==> config.mk <==
export PLATFORM = sky130hd
export DESIGN_NAME = ssa_timer
export DESIGN_NICKNAME = d
export VERILOG_FILES = /design/src/rtl/ssa_pkg.sv /design/src/rtl/ssa_result_mem.sv /design/src/rtl/ssa_timer.sv
export VERILOG_INCLUDE_DIRS = /design/src /design/src/rtl
export SDC_FILE = /design/constraint.sdc
export NUM_CORES = 1
export LEC_CHECK = 0
export BUFFER_PORTS_ARGS = -buffer_cell sky130_fd_sc_hd__buf_2
export CAP_MARGIN = 5
export CORE_UTILIZATION = 40
export DETAILED_ROUTE_END_ITERATION = 6
export HOLD_SLACK_MARGIN = 0.06
export PLACE_DENSITY = 0.7
export SYNTH_ARGS = -nofsm -noshare
export SYNTH_HDL_FRONTEND = slang
export SYNTH_HIERARCHICAL = 1
export SYNTH_SLANG_ARGS = --single-unit
export TNS_END_PERCENT = 1
==> constraint.sdc <==
create_clock -name aclk -period 4.6 [get_ports aclk]
set_clock_uncertainty 0.2 [all_clocks]
set_input_delay 0 -clock aclk [delete_from_list [all_inputs] [get_ports aclk]]
set_output_delay 0 -clock aclk [all_outputs]
set_load 0.01 [all_outputs]
==> src/rtl/ssa_defs.svh <==
// Offsets, field positions, reset values and timing counts of the slope converter timer
`ifndef SSA_DEFS_SVH
`define SSA_DEFS_SVH
`define SSA_OFF_MODE       12'h000
`define SSA_OFF_WIDTH      12'h004
`define SSA_OFF_TRIM       12'h008
`define SSA_OFF_RES1       12'h00C
`define SSA_OFF_RES2       12'h010
`define SSA_OFF_RES3       12'h014
`define SSA_OFF_RESAUX     12'h018
`define SSA_OFF_STATUS     12'h01C
`define SSA_BIT_MUX_LO     0
`define SSA_BIT_MUX_HI     1
`define SSA_BIT_RATE       7
`define SSA_MODE_RST       8'h00
`define SSA_TRIM_RST       3'h0
`define SSA_WIDTH_RST      16'h0064
`define SSA_COUNT_MAX      12'hFFF
`endif

==> src/rtl/ssa_pkg.sv <==
// Types of the slope converter timer
package ssa_pkg;
   typedef struct packed {
      logic [11:0] awaddr;
      logic        awvalid;
      logic [31:0] wdata;
      logic [3:0]  wstrb;
      logic        wvalid;
      logic        bready;
      logic [11:0] araddr;
      logic        arvalid;
      logic        rready;
   } ssa_axi_req_t;
   typedef struct packed {
      logic        awready;
      logic        wready;
      logic [1:0]  bresp;
      logic        bvalid;
      logic        arready;
      logic [31:0] rdata;
      logic [1:0]  rresp;
      logic        rvalid;
   } ssa_axi_rsp_t;
   typedef struct packed {
      logic [2:0] trim;
      logic [1:0] aux_sel;
      logic       discharge;
      logic       sync_active;
   } ssa_analog_t;
endpackage

==> src/rtl/ssa_result_mem.sv <==
// Four-word result store with registered read port
`timescale 1ns/1ps
module ssa_result_mem #(
   parameter int WIDTH = 12
) (
   // Clock
   input  wire logic             aclk,
   // Write side, one port per channel
   input  wire logic [3:0]       wr_en,
   input  wire logic [4*WIDTH-1:0] wr_data,
   // Read side
   input  wire logic [1:0]       rd_addr,
   output logic [WIDTH-1:0]      rd_data
);
   logic [WIDTH-1:0] mem_ff [4];
   // Each word holds until its own write; no reset so reads show last capture
   always_ff @(posedge aclk) begin
      for (int i = 0; i < 4; i++) begin
         if (wr_en[i]) begin
            mem_ff[i] <= wr_data[i*WIDTH +: WIDTH];
         end
      end
      rd_data <= mem_ff[rd_addr];
   end
endmodule

==> src/rtl/ssa_timer.sv <==
// Single-slope converter timing, capture and AXI4-Lite registers
`timescale 1ns/1ps
`include "ssa_defs.svh"
module ssa_timer #(
   parameter int CNT_W = 12
) (
   // Clock and reset
   input  wire logic                  aclk,
   input  wire logic                  aresetn,
   // Register bus
   input  wire ssa_pkg::ssa_axi_req_t axi_req,
   output ssa_pkg::ssa_axi_rsp_t      axi_rsp,
   // PWM unit and comparators
   input  wire logic                  pwm_cycle_sync_pulse,
   input  wire logic [3:0]            comp_trip,
   // Analog controls
   output ssa_pkg::ssa_analog_t       analog
);
   import ssa_pkg::*;

   initial begin
      if (CNT_W != 12) $error("CNT_W must be 12");
   end

   typedef enum logic [1:0] {ST_IDLE, ST_DISCH, ST_CONV} ssa_phase_t;
   typedef enum logic [1:0] {RD_IDLE, RD_WAIT, RD_RESP} ssa_rd_t;

   typedef struct packed {
      ssa_phase_t       phase;
      logic [15:0]      wcnt;
      logic [CNT_W-1:0] count;
      logic             half;
      logic [3:0]       done;
      logic             sync_d;
      logic [7:0]       mode;
      logic [15:0]      width;
      logic [2:0]       trim;
      logic             aw_got;
      logic [11:0]      awaddr;
      logic             w_got;
      logic [31:0]      wdata;
      logic             bvalid;
      logic [1:0]       bresp;
      ssa_rd_t          rd;
      logic [11:0]      araddr;
      logic [31:0]      rdata;
      logic             rvalid;
      logic [1:0]       rresp;
   } ssa_state_t;

   ssa_state_t st_ff;
   ssa_state_t nxt_st;
   logic [3:0]       wr_en;
   logic [4*CNT_W-1:0] wr_data;
   logic [1:0]       mem_addr;
   logic [CNT_W-1:0] mem_q;

   // Result store read and written through its own registered port
   ssa_result_mem #(.WIDTH(CNT_W)) u_mem (
      .aclk    (aclk),
      .wr_en   (wr_en),
      .wr_data (wr_data),
      .rd_addr (mem_addr),
      .rd_data (mem_q)
   );

   // Map byte address to a result word index
   function automatic logic [1:0] res_index(input logic [11:0] a);
      res_index = 2'(a[4:2] - 3'd3);
   endfunction

   function automatic logic is_result(input logic [11:0] a);
      is_result = (a == `SSA_OFF_RES1) || (a == `SSA_OFF_RES2) ||
                  (a == `SSA_OFF_RES3) || (a == `SSA_OFF_RESAUX);
   endfunction

   logic edge_sync;
   logic tick;
   logic at_max;

   always_comb begin
      nxt_st  = st_ff;
      wr_en   = 4'h0;
      wr_data = '0;
      // Idle read port follows the bus, so the word is ready in the wait cycle
      if (st_ff.rd == RD_IDLE) begin
         mem_addr = res_index(axi_req.araddr);
      end else begin
         mem_addr = res_index(st_ff.araddr);
      end
      // Sync rising edge starts a new discharge from idle or conversion; ignored during discharge
      edge_sync = pwm_cycle_sync_pulse && !st_ff.sync_d;
      nxt_st.sync_d = pwm_cycle_sync_pulse;
      // Full rate or every second clock
      tick   = st_ff.mode[`SSA_BIT_RATE] || st_ff.half;
      at_max = (st_ff.count == `SSA_COUNT_MAX);

      unique case (st_ff.phase)
         ST_IDLE: begin
            if (edge_sync) begin
               nxt_st.phase = ST_DISCH;
               nxt_st.wcnt  = st_ff.width;
            end
         end
         ST_DISCH: begin
            // Ramp held at zero for the programmed width
            if (st_ff.wcnt <= 16'h0001) begin
               nxt_st.phase = ST_CONV;
               nxt_st.count = '0;
               nxt_st.half  = 1'b0;
               nxt_st.done  = 4'h0;
            end else begin
               nxt_st.wcnt = 16'(st_ff.wcnt - 16'h0001);
            end
         end
         ST_CONV: begin
            nxt_st.half = !st_ff.half;
            // All four comparators watched on the same count
            for (int i = 0; i < 4; i++) begin
               if (comp_trip[i] && !st_ff.done[i]) begin
                  wr_en[i] = 1'b1;
                  wr_data[i*CNT_W +: CNT_W] = st_ff.count;
                  nxt_st.done[i] = 1'b1;
               end
            end
            if (tick && !at_max) begin
               nxt_st.count = CNT_W'(st_ff.count + 1'b1);
            end
            // Window ends at next sync; untripped channels get overflow code
            if (edge_sync) begin
               for (int i = 0; i < 4; i++) begin
                  if (!st_ff.done[i] && !comp_trip[i]) begin
                     wr_en[i] = 1'b1;
                     wr_data[i*CNT_W +: CNT_W] = `SSA_COUNT_MAX;
                  end
               end
               nxt_st.phase = ST_DISCH;
               nxt_st.wcnt  = st_ff.width;
            end
         end
         // Unused code falls back to idle and waits for the next sync
         default: begin
            nxt_st.phase = ST_IDLE;
         end
      endcase

      // Write address and data accepted in either order
      if (axi_req.awvalid && !st_ff.aw_got && !st_ff.bvalid) begin
         nxt_st.aw_got = 1'b1;
         nxt_st.awaddr = axi_req.awaddr;
      end
      if (axi_req.wvalid && !st_ff.w_got && !st_ff.bvalid) begin
         nxt_st.w_got = 1'b1;
         nxt_st.wdata = axi_req.wdata;
      end
      if (st_ff.aw_got && st_ff.w_got) begin
         nxt_st.aw_got = 1'b0;
         nxt_st.w_got  = 1'b0;
         nxt_st.bvalid = 1'b1;
         nxt_st.bresp  = 2'b00;
         unique case (st_ff.awaddr)
            `SSA_OFF_MODE:  nxt_st.mode  = st_ff.wdata[7:0];
            `SSA_OFF_WIDTH: nxt_st.width = st_ff.wdata[15:0];
            `SSA_OFF_TRIM:  nxt_st.trim  = st_ff.wdata[2:0];
            default: begin
               if (!is_result(st_ff.awaddr) && st_ff.awaddr != `SSA_OFF_STATUS) begin
                  nxt_st.bresp = 2'b10;
               end
            end
         endcase
      end
      if (st_ff.bvalid && axi_req.bready) begin
         nxt_st.bvalid = 1'b0;
      end

      // Read: one wait cycle lets the result store answer
      unique case (st_ff.rd)
         RD_IDLE: begin
            if (axi_req.arvalid) begin
               nxt_st.araddr = axi_req.araddr;
               nxt_st.rd     = RD_WAIT;
            end
         end
         RD_WAIT: begin
            nxt_st.rd     = RD_RESP;
            nxt_st.rvalid = 1'b1;
            nxt_st.rresp  = 2'b00;
            nxt_st.rdata  = 32'h0000_0000;
            unique case (st_ff.araddr)
               `SSA_OFF_MODE:   nxt_st.rdata = {24'h00_0000, st_ff.mode};
               `SSA_OFF_WIDTH:  nxt_st.rdata = {16'h0000, st_ff.width};
               `SSA_OFF_TRIM:   nxt_st.rdata = {29'h0000_0000, st_ff.trim};
               `SSA_OFF_STATUS: nxt_st.rdata = {26'h000_0000, st_ff.phase, st_ff.done};
               default: begin
                  if (is_result(st_ff.araddr)) begin
                     nxt_st.rdata = {20'h0_0000, mem_q};
                  end else begin
                     nxt_st.rresp = 2'b10;
                  end
               end
            endcase
         end
         RD_RESP: begin
            if (axi_req.rready) begin
               nxt_st.rvalid = 1'b0;
               nxt_st.rd     = RD_IDLE;
            end
         end
         default: nxt_st.rd = RD_IDLE;
      endcase
   end

   // Single state register; synchronous reset to constants
   always_ff @(posedge aclk) begin
      if (!aresetn) begin
         st_ff       <= '0;
         st_ff.phase <= ST_IDLE;
         st_ff.rd    <= RD_IDLE;
         st_ff.mode  <= `SSA_MODE_RST;
         st_ff.width <= `SSA_WIDTH_RST;
         st_ff.trim  <= `SSA_TRIM_RST;
      end else begin
         st_ff <= nxt_st;
      end
   end

   // Bus answers; ready only when the slot is free
   always_comb begin
      axi_rsp.awready = !st_ff.aw_got && !st_ff.bvalid;
      axi_rsp.wready  = !st_ff.w_got && !st_ff.bvalid;
      axi_rsp.bvalid  = st_ff.bvalid;
      axi_rsp.bresp   = st_ff.bresp;
      axi_rsp.arready = (st_ff.rd == RD_IDLE);
      axi_rsp.rvalid  = st_ff.rvalid;
      axi_rsp.rdata   = st_ff.rdata;
      axi_rsp.rresp   = st_ff.rresp;
   end

   // Analog controls straight from registers
   always_comb begin
      analog.trim        = st_ff.trim;
      analog.aux_sel     = {st_ff.mode[`SSA_BIT_MUX_HI], st_ff.mode[`SSA_BIT_MUX_LO]};
      analog.discharge   = (st_ff.phase == ST_DISCH);
      analog.sync_active = (st_ff.phase == ST_CONV);
   end
endmodule

==> results of run 1 <==
routing by layer:
metal  global-route usage  vias up  share of wire
li1                     -     3308              -
met1                0.260     3401           0.41
met2                0.379      237           0.51
met3               0.0404       63          0.047
met4               0.0995        0          0.034
met5                    0        -              0
registers in the layout, summed over array words and instances, names as in the netlist:
register / flops
st_ff: 102
u_mem/mem_ff: 48
analog: 5
u_mem/rd_data: 12
axi_rsp: 20
stage by stage:
stage | worst slack, ns | power (uW) | cell area [sq um] | hold slack, ns
after global placement | 1.71 | 2420 | 8540 | 0.0322
final | 1.58 | 4040 | 10300 | 0.113
after floorplan | 2.17 | 2300 | 8290 | -0.0783
after global routing | 1.41 | 4180 | 10300 | 0.142
after CTS | 1.64 | 4030 | 10300 | 0.0707
after detailed placement | 1.65 | 2430 | 8540 | 0.0421
critical path: stages (launching register included):
cell	delay [ns]
dfxtp_1	0.77
inv_1	0.46
nand2_1	0.33
nor2_1	0.07
o21ai_1	0.31
buf_4	0.27
inv_1	0.27
final cells by class:
class / instances / area share
clock inverter: 13 / 0.0138
multi-input combinational: 574 / 0.331
clock buffer: 19 / 0.0461
timing repair buffer: 205 / 0.158
sequential: 187 / 0.410
inverter: 26 / 0.00947
tap: 270 / 0.0328
cells in the mapped netlist, drive strengths merged, types with 5 or more instances:
library cell  instances  area [sq um]
nand2               132           495
dfxtp               139          2780
a21oi               127           636
a221oi                9          78.8
nand2b               10          62.6
edfxtp               48          1440
a31oi                 5          31.3
buf                  55           404
or4                   7          57.6
mux2i                38           380
nand3                18          90.1
nor2                 74           280
inv                  25          93.8
and2                  5          31.3
mux4                 12           278
o21ai                24           120
o32ai                 5          43.8
nor4                  9          71.3
nor3                  8          40.0
or3                   6          43.8
clkbuf               45           169
logic make-up (layout without fill, tap and decap cells):
family | after synthesis | after routing | synth area share
buffers and inverters | 126 | 263 | 0.0815
flip-flops | 187 | 187 | 0.514
adder cells (fa/ha/maj) | 3 | 3 | 0.00456
multiplexers | 51 | 51 | 0.0814
XOR/XNOR | 1 | 1 | 0.00107
AO/OA/AOI/OAI | 214 | 214 | 0.157
other | 1 | 18 | 0.000456
AND/OR/NAND/NOR | 287 | 287 | 0.161
power groups by stage:
| stage | Combinational, uW | Clock [uW] | Sequential (uW) |
|---|---|---|---|
| detailed placement | 539 | 0 | 1890 |
| floorplan | 448 | 0 | 1860 |
| global placement | 528 | 0 | 1890 |
| finish | 646 | 1540 | 1860 |
| global route | 698 | 1610 | 1870 |
| CTS | 624 | 1550 | 1860 |
path summary, 6_finish.rpt:
kind               start                 end  slack (ns)  cells past startpoint
min          axi_req[15]           st_ff[58]        0.11                      4
min reg2reg  axi_rsp[17]         axi_rsp[17]        0.25                      2
max reg2reg   st_ff[159]  u_mem/mem_ff[3][6]        1.58                      6
max           st_ff[159]  u_mem/mem_ff[3][6]        1.58                      6
cell usage in the layout, fill, tap and decap left out, drive strengths merged, types with 6 or more instances in the layout:
master | Yosys | final
nor2 | 74 | 74
a221oi | 9 | 9
edfxtp | 48 | 48
nand2 | 132 | 132
or3 | 6 | 6
nor3 | 8 | 8
nand2b | 10 | 10
a21oi | 127 | 127
dlygate4sd3 | 0 | 115
clkbuf | 45 | 19
nor4 | 9 | 9
nand3 | 18 | 18
mux4 | 12 | 12
o21ai | 24 | 24
or4 | 7 | 7
mux2i | 38 | 38
conb | 1 | 18
buf | 55 | 90
dfxtp | 139 | 139
inv | 25 | 35
==> run summary, run 1 <==
Routed WL -> 22.7 mm
critical path class -> flop to flop
dpl cells -> 1147
ys async rst share -> 0
post-route DRC violation count -> 0
EDFF count, synth -> 48
vias in the first global route -> 6819
Via density -> 5.42
CTS-repair resized insts -> 0
CTS Sinks -> 187
Initial DRC Count -> 574
drt wl/cell -> 17.6 um
final core occ -> 0.511
Root Buffer -> clkbuf_16
GP Congestion -> 0.834
H-tree depth -> 4
RSZ-0062 raised after global routing -> false
Leakage Power -> 0.00399 uW
core area -> 20200 sq um
Power Dens Cells -> 392 nW/um^2
Final HPWL DP -> 13.4 mm
sequential-to-total area share from yosys stat -> 0.514
VDD IR-drop max -> 0.232 mV
Final Hold Viols -> 0
Die ar. -> 21100 sq um
Non-Filler Instances -> 1294
Vias -> 7009
maximum root-to-sink buffer count -> 2
GRT overflow -> 0
layout cell share with drive strength beyond 1 -> 0.147
status -> finished clean
area grow syn2layout -> 25.4%
worst path required time -> 4.50 ns
port buffer count -> 81
Final Setup Violations -> 0
CP endpoint kind -> flop
# nets final -> 1086
top_reg_cell synth -> dfxtp_1
CTS buffer count -> 17
Relative slew margins -> 0.310
first-pass GRT wire length -> 36.0 mm
die width -> 145 um
die height -> 145 um
io pins -> 120
critical path data arrival time -> 2.92 ns
Max FO, Critical Path -> 17
Post-Syn Area -> 8220 sq um
Syn Inst Count -> 870
Final Cycle Share -> 0.656
worst slew pin tran -> 1.03 ns
area occupied by multi-input gates -> 3410 sq um
switch share -> 0.283
hold buffer count at cts -> 115
largest net degree at the start of global routing -> 52
Post-CTS Setup Bufs -> 0
Total GRT Usage -> 0.217
synth warn -> 6
Reg area -> 4220 sq um
initial core utilization -> 0.408
clock slew at reported path FFs -> 0.07 ns
number of filler cells placed in the layout -> 1774
row count -> 52
min cycle time layout -> 3.02 ns
cell-internal power -> 2900 uW
Reg power frac -> 0.460
maxcap violations -> 0
CTS tree -> built
fin. max-slew vios -> 0
initial antenna violation count -> 0
Comb pwr share -> 0.160
# diodes -> 0
Setup TNS -> 0 ns
ANT nets after route -> 0
Yosys reg bits -> 187
CP startpoint kind -> flop
post-synthesis cell type count -> 67
insertion delay to the later sink of the worst-skew pair -> 0.44 ns
Clock Power Share -> 0.380
Hold Path Class -> input port to flop
Psw -> 1140 uW
fmax -> 0.331 GHz
TritonRoute pass-1 iters -> 7
mean post-synth cell area -> 9.45 sq um
Note: power is estimated with default switching activity, not from simulation.
==> inputs of run 2 (changes only) <==
Settings changed: ABC_AREA from default to 1.
Clock period 4.6 ns to 3 ns, I/O delays scaled along.
==> run summary, run 2 <==
status -> finished clean
fmax -> 0.400 GHz
top_reg_cell synth -> dfxtp_1
worst slew pin tran -> 0.655 ns
most common cell in the netlist -> nand2_1
global-route track usage on met2 -> 0.329
Vias -> 7858
Final WS setup -> 0.499 ns
Yosys top cell area share -> 0.312
drt wl/cell -> 13.6 um
synth warn -> 6
Max FO, Critical Path -> 14
CP endpoint kind -> flop
CP dominant cell by count -> dlygate4sd3_1
GRT overflow -> 0
ys async rst share -> 0
core area -> 21800 sq um
# nets final -> 1386
Largest register FFs -> 102
layout cell share with drive strength beyond 1 -> 0.128
gr busiest metal -> met2
maximum root-to-sink buffer count -> 2
area grow syn2layout -> 19.4%
most common cell after layout, fill and taps aside -> nand2_1
Via density -> 4.90
Hold Crit Endpoint -> axi_rsp[36]
Post-Syn Area -> 8920 sq um
clock slew at reported path FFs -> 0.07 ns
FF-to-FF Start -> axi_rsp[36]
Total GRT Usage -> 0.202
Final HPWL DP -> 14.7 mm
worst hold stages -> 3
Worst Hold Slack -> 0.0940 ns
CP max-delay cell -> dlygate4sd3_1
CTS buffer count -> 17
CP cell instances -> nor2_1 -> nand2_1 -> o21ai_0 -> dlygate4sd3_1 -> a21oi_1 -> dlygate4sd3_1
io pins -> 120
vias in the first global route -> 7444
sequential-to-total area share from yosys stat -> 0.474
H-tree depth -> 4
worst path required time -> 3.12 ns
insertion delay to the later sink of the worst-skew pair -> 0.43 ns
Relative slew margins -> 0.563
Routed WL -> 21.9 mm
Root Buffer -> clkbuf_16
most frequent cells in the layout -> nand2_1, nor2_1, dfxtp_1
CTS Sinks -> 187
Leakage Power -> 0.00461 uW
RSZ-0062 raised after global routing -> false
Final Cell Area -> 10600 sq um
TritonRoute pass-1 iters -> 5
HP Start -> axi_req[14]
Final Setup Violations -> 0
ANT nets after route -> 0
GP Congestion -> 0.885
CTS tree -> built
reg2reg path depth -> 6
met1 GRT Util -> 0.258
min cycle time layout -> 2.50 ns
Setup TNS -> 0 ns
Biggest register -> st_ff
# diodes -> 0
Synth area leader -> dfxtp_1
Yosys reg bits -> 187
FF-to-FF End -> st_ff[87]
initial antenna violation count -> 0
Power Dens Cells -> 582 nW/um^2
Initial DRC Count -> 423
Syn Inst Count -> 1195
Final Hold Viols -> 0
Final Cycle Share -> 0.834
row count -> 54
first-pass GRT wire length -> 35.8 mm
critical path class -> flop to flop
max incr delay on CP -> 0.57 ns
EDFF count, synth -> 48
port buffer count -> 81
ranking of synthesized cells by area -> dfxtp_1, edfxtp_1, nand2_1, nor2_1, a21oi_1
critical path data arrival time -> 2.62 ns
Area after DPL -> 9240 sq um
Hold Path Class -> input port to flop
fin. max-slew vios -> 0
GR Util met3 -> 0.0380
VDD IR-drop max -> 0.347 mV
FF-to-FF setup slack -> 0.50 ns
die width -> 151 um
largest net degree at the start of global routing -> 71
Commonest cells post-synth -> nand2_1, nor2_1, dfxtp_1, inv_1, a21oi_1
maxcap violations -> 0
initial core utilization -> 0.409
Post-Place Setup Slack -> 0.925 ns
CP startpoint kind -> flop
die height -> 151 um
mean post-synth cell area -> 7.46 sq um
post-synthesis cell type count -> 42
post-route DRC violation count -> 0
Die ar. -> 22900 sq um
run 2: changes by cell type in the layout (fill, tap and decap cells not counted), moves of 17 or more:
cell           previous run  this run
nand2_1                 132       266
a21oi_1                 127       109
inv_1                    25       116
nand3_1                  18        94
o21ai_0                  20        74
dlygate4sd3_1           115        81
nor2_1                   73       169
mux2i_1                  37         2
nand2_2                   0        17
run 2: cell families (layout without fill, tap and decap cells):
| group | after synthesis | after routing | share of synthesized area |
|---|---|---|---|
| flip-flops | 187 | 187 | 0.474 |
| XOR/XNOR | 10 | 10 | 0.00982 |
| AND/OR/NAND/NOR | 567 | 567 | 0.267 |
| other | 1 | 18 | 0.000421 |
| multiplexers | 2 | 2 | 0.00225 |
| AO/OA/AOI/OAI | 206 | 206 | 0.122 |
| buffers and inverters | 219 | 331 | 0.121 |
| adder cells (fa/ha/maj) | 3 | 3 | 0.00421 |
run 2: area by class of cell:
cell class                 instances  area [sq um]
sequential                       187          4220
fill                            2077         11200
timing repair buffer             176          1320
inverter                         123           472
tap                              280           350
clock inverter                    12           139
clock buffer                      20           457
multi-input combinational        806          3680
run 2: power by group:
part | internal, uW | switching [uW]
clock | 1280 | 998
sequential | 2750 | 107
combinational | 388 | 676
total | 4420 | 1780
run 2: worst max path at each step:
stage | startpoint | end | slack (ns)
final | axi_rsp[36] | st_ff[87] | 0.50
after global routing | axi_rsp[36] | st_ff[87] | 0.31
after CTS | axi_rsp[36] | st_ff[87] | 0.53
after detailed placement | st_ff[143] | st_ff[152] | 0.93
after global placement | st_ff[143] | st_ff[131] | 0.96
after floorplan | st_ff[159] | u_mem/mem_ff[0][10] | 0.85
run 2: through the flow:
step / power [uW] / utilization / std cells
3_5_place_dp: 3860 / 0.423 / 1491
2_1_floorplan: 3660 / - / 1212
4_1_cts: 6200 / 0.488 / 1604
5_1_grt: 6480 / 0.488 / 1604
6_report: 6200 / 0.488 / 1604
3_3_place_gp: 3840 / 0.423 / 1491
run 2: layer usage:
metal  vias up  routed length, um
li1       3999                  -
met1      3577               9920
met2       231              10100
met3        51               1210
met4         0                614
met5         -                  0
run 2: repair_timing:
item,in CTS,in global routing
hold buffers,81,0
buffers inserted,0,0
endpoints found under the hold margin,138,0
resized for setup,0,0
run 2: critical path, delay by kind of cell (launching register included):
kind / cells / cell delay (ns)
flops: 1 / 0.35
compound gates: 2 / 0.30
buf+inv: 2 / 1.14
simple gates: 2 / 0.41
==> inputs of run 3 (changes only) <==
Settings changed: PLACE_DENSITY 0.7 to 0.72.
Clock period 3 ns to 2.2 ns, I/O delays scaled along.
==> run summary, run 3 (synthesis gave the netlist of run 2 again) <==
first-pass GRT wire length -> 36.5 mm
CP endpoint kind -> flop
layout cell share with drive strength beyond 1 -> 0.136
port buffer count -> 81
CTS buffer count -> 17
VDD IR-drop max -> 0.541 mV
FF-to-FF Start -> st_ff[143]
Root Buffer -> clkbuf_16
largest net degree at the start of global routing -> 71
Final HPWL DP -> 15.1 mm
area grow syn2layout -> 21.9%
worst path required time -> 2.32 ns
Via density -> 4.86
Vias -> 7893
Non-Filler Instances -> 1625
CP startpoint kind -> flop
Final Hold Viols -> 0
GP Congestion -> 0.899
maximum root-to-sink buffer count -> 2
initial antenna violation count -> 0
Hold Path Class -> input port to flop
die height -> 151 um
Initial DRC Count -> 430
post-route DRC violation count -> 0
switch share -> 0.291
Biggest register -> st_ff
CTS tree -> built
critical path data arrival time -> 2.10 ns
Routed WL -> 22.1 mm
min cycle time layout -> 1.98 ns
Pwr Total -> 8470 uW
fin. max-slew vios -> 0
Clock Power Share -> 0.362
fmax -> 0.505 GHz
drt wl/cell -> 13.6 um
Reg power frac -> 0.460
H-tree depth -> 4
Relative slew margins -> 0.626
io pins -> 120
Psw -> 2470 uW
initial core utilization -> 0.409
core area -> 21800 sq um
TritonRoute pass-1 iters -> 5
Setup TNS -> 0 ns
critical path class -> flop to flop
row count -> 54
insertion delay to the later sink of the worst-skew pair -> 0.43 ns
FF-to-FF End -> st_ff[131]
area occupied by multi-input gates -> 3690 sq um
GRT overflow -> 0
Comb pwr share -> 0.178
clock slew at reported path FFs -> 0.07 ns
reg2reg path depth -> 11
Final Cycle Share -> 0.899
most common cell after layout, fill and taps aside -> nand2_1
Power Dens Cells -> 779 nW/um^2
Largest register FFs -> 102
Die ar. -> 22900 sq um
worst slew pin tran -> 0.561 ns
HP Start -> axi_req[0]
CTS Sinks -> 187
vias in the first global route -> 7543
# diodes -> 0
Hold Crit Endpoint -> axi_rsp[0]
Reg area -> 4220 sq um
die width -> 151 um
cell-internal power -> 6000 uW
dpl cells -> 1501
FF-to-FF setup slack -> 0.22 ns
status -> finished clean
maxcap violations -> 0
number of filler cells placed in the layout -> 2058
most frequent cells in the layout -> nand2_1, nor2_1, dfxtp_1
Leakage Power -> 0.00469 uW
ANT nets after route -> 0
Total GRT Usage -> 0.204
Final Setup Violations -> 0
RSZ-0062 raised after global routing -> false
Post-CTS Setup Bufs -> 0
Max FO, Critical Path -> 12
worst hold stages -> 3
# nets final -> 1407
## run 3: changes by cell type in the layout (fill, tap and decap cells not counted), moves of 2 or more
cell           previous run  this run
nor2_1                  169       167
buf_12                    0         2
dlygate4sd3_1            81        92
inv_6                     2         4
buf_4                    14        22
## run 3: layer usage
metal	GRT usage	wire length, um	up-vias
met1	0.262	9990	3606
met2	0.338	10600	211
li1	-	-	4041
met3	0.0386	1060	35
met5	0	0	-
met4	0.0785	541	0
## run 3: how the worst max path moves through the flow
| stage | startpoint | to | cells past startpoint |
|---|---|---|---|
| 2_1_floorplan | st_ff[159] | u_mem/mem_ff[0][10] | 8 |
| 3_5_place_dp | st_ff[143] | st_ff[152] | 13 |
| 3_3_place_gp | st_ff[143] | st_ff[152] | 13 |
| 4_1_cts | st_ff[143] | st_ff[149] | 13 |
| 6_report | st_ff[143] | st_ff[131] | 11 |
| 5_1_grt | st_ff[143] | st_ff[143] | 12 |
## run 3: layout make-up
class	count	share of cell area
clock inverters	12	0.0121
clock buffers	20	0.0429
flip-flops and latches	187	0.389
well taps	280	0.0322
multi-input cells	806	0.340
repair buffers	197	0.141
inverters	123	0.0434
## run 3: through the flow
| step | util | hold slack, ns | setup slack [ns] | cell area, sq um |
|---|---|---|---|---|
| after global placement | 0.428 | -0.00791 | 0.192 | 9340 |
| after global routing | 0.498 | 0.110 | 0.0280 | 10900 |
| final | 0.498 | 0.104 | 0.222 | 10900 |
| after detailed placement | 0.428 | -0.00312 | 0.140 | 9340 |
| after CTS | 0.498 | 0.0881 | 0.124 | 10900 |
| after floorplan | - | -0.107 | 0.0528 | 8980 |
## run 3: repair_timing
item,CTS,global route
endpoints found under the hold margin,163,0
resized for setup,0,4
hold buffers,92,0
endpoints found under the setup margin,0,27
## run 3: power groups by stage
stage / clock network [uW] / logic, uW / registers [uW]
2_1_floorplan: 0 / 1070 / 3920
5_1_grt: 3270 / 1710 / 3920
6_report: 3070 / 1510 / 3900
4_1_cts: 3120 / 1480 / 3900
3_3_place_gp: 0 / 1300 / 3970
3_5_place_dp: 0 / 1320 / 3970
## run 3: critical path, cell delays in order, from the launching register on
cell and delay [ns]:
dfxtp_1 0.34, inv_1 0.08, ha_1 0.21, inv_1 0.08
nand2_1 0.06, nand2_1 0.05, nor2_2 0.15, nand3_4 0.17
nand2_4 0.17, nand2_4 0.13, o21ai_0 0.17, nor2_1 0.06
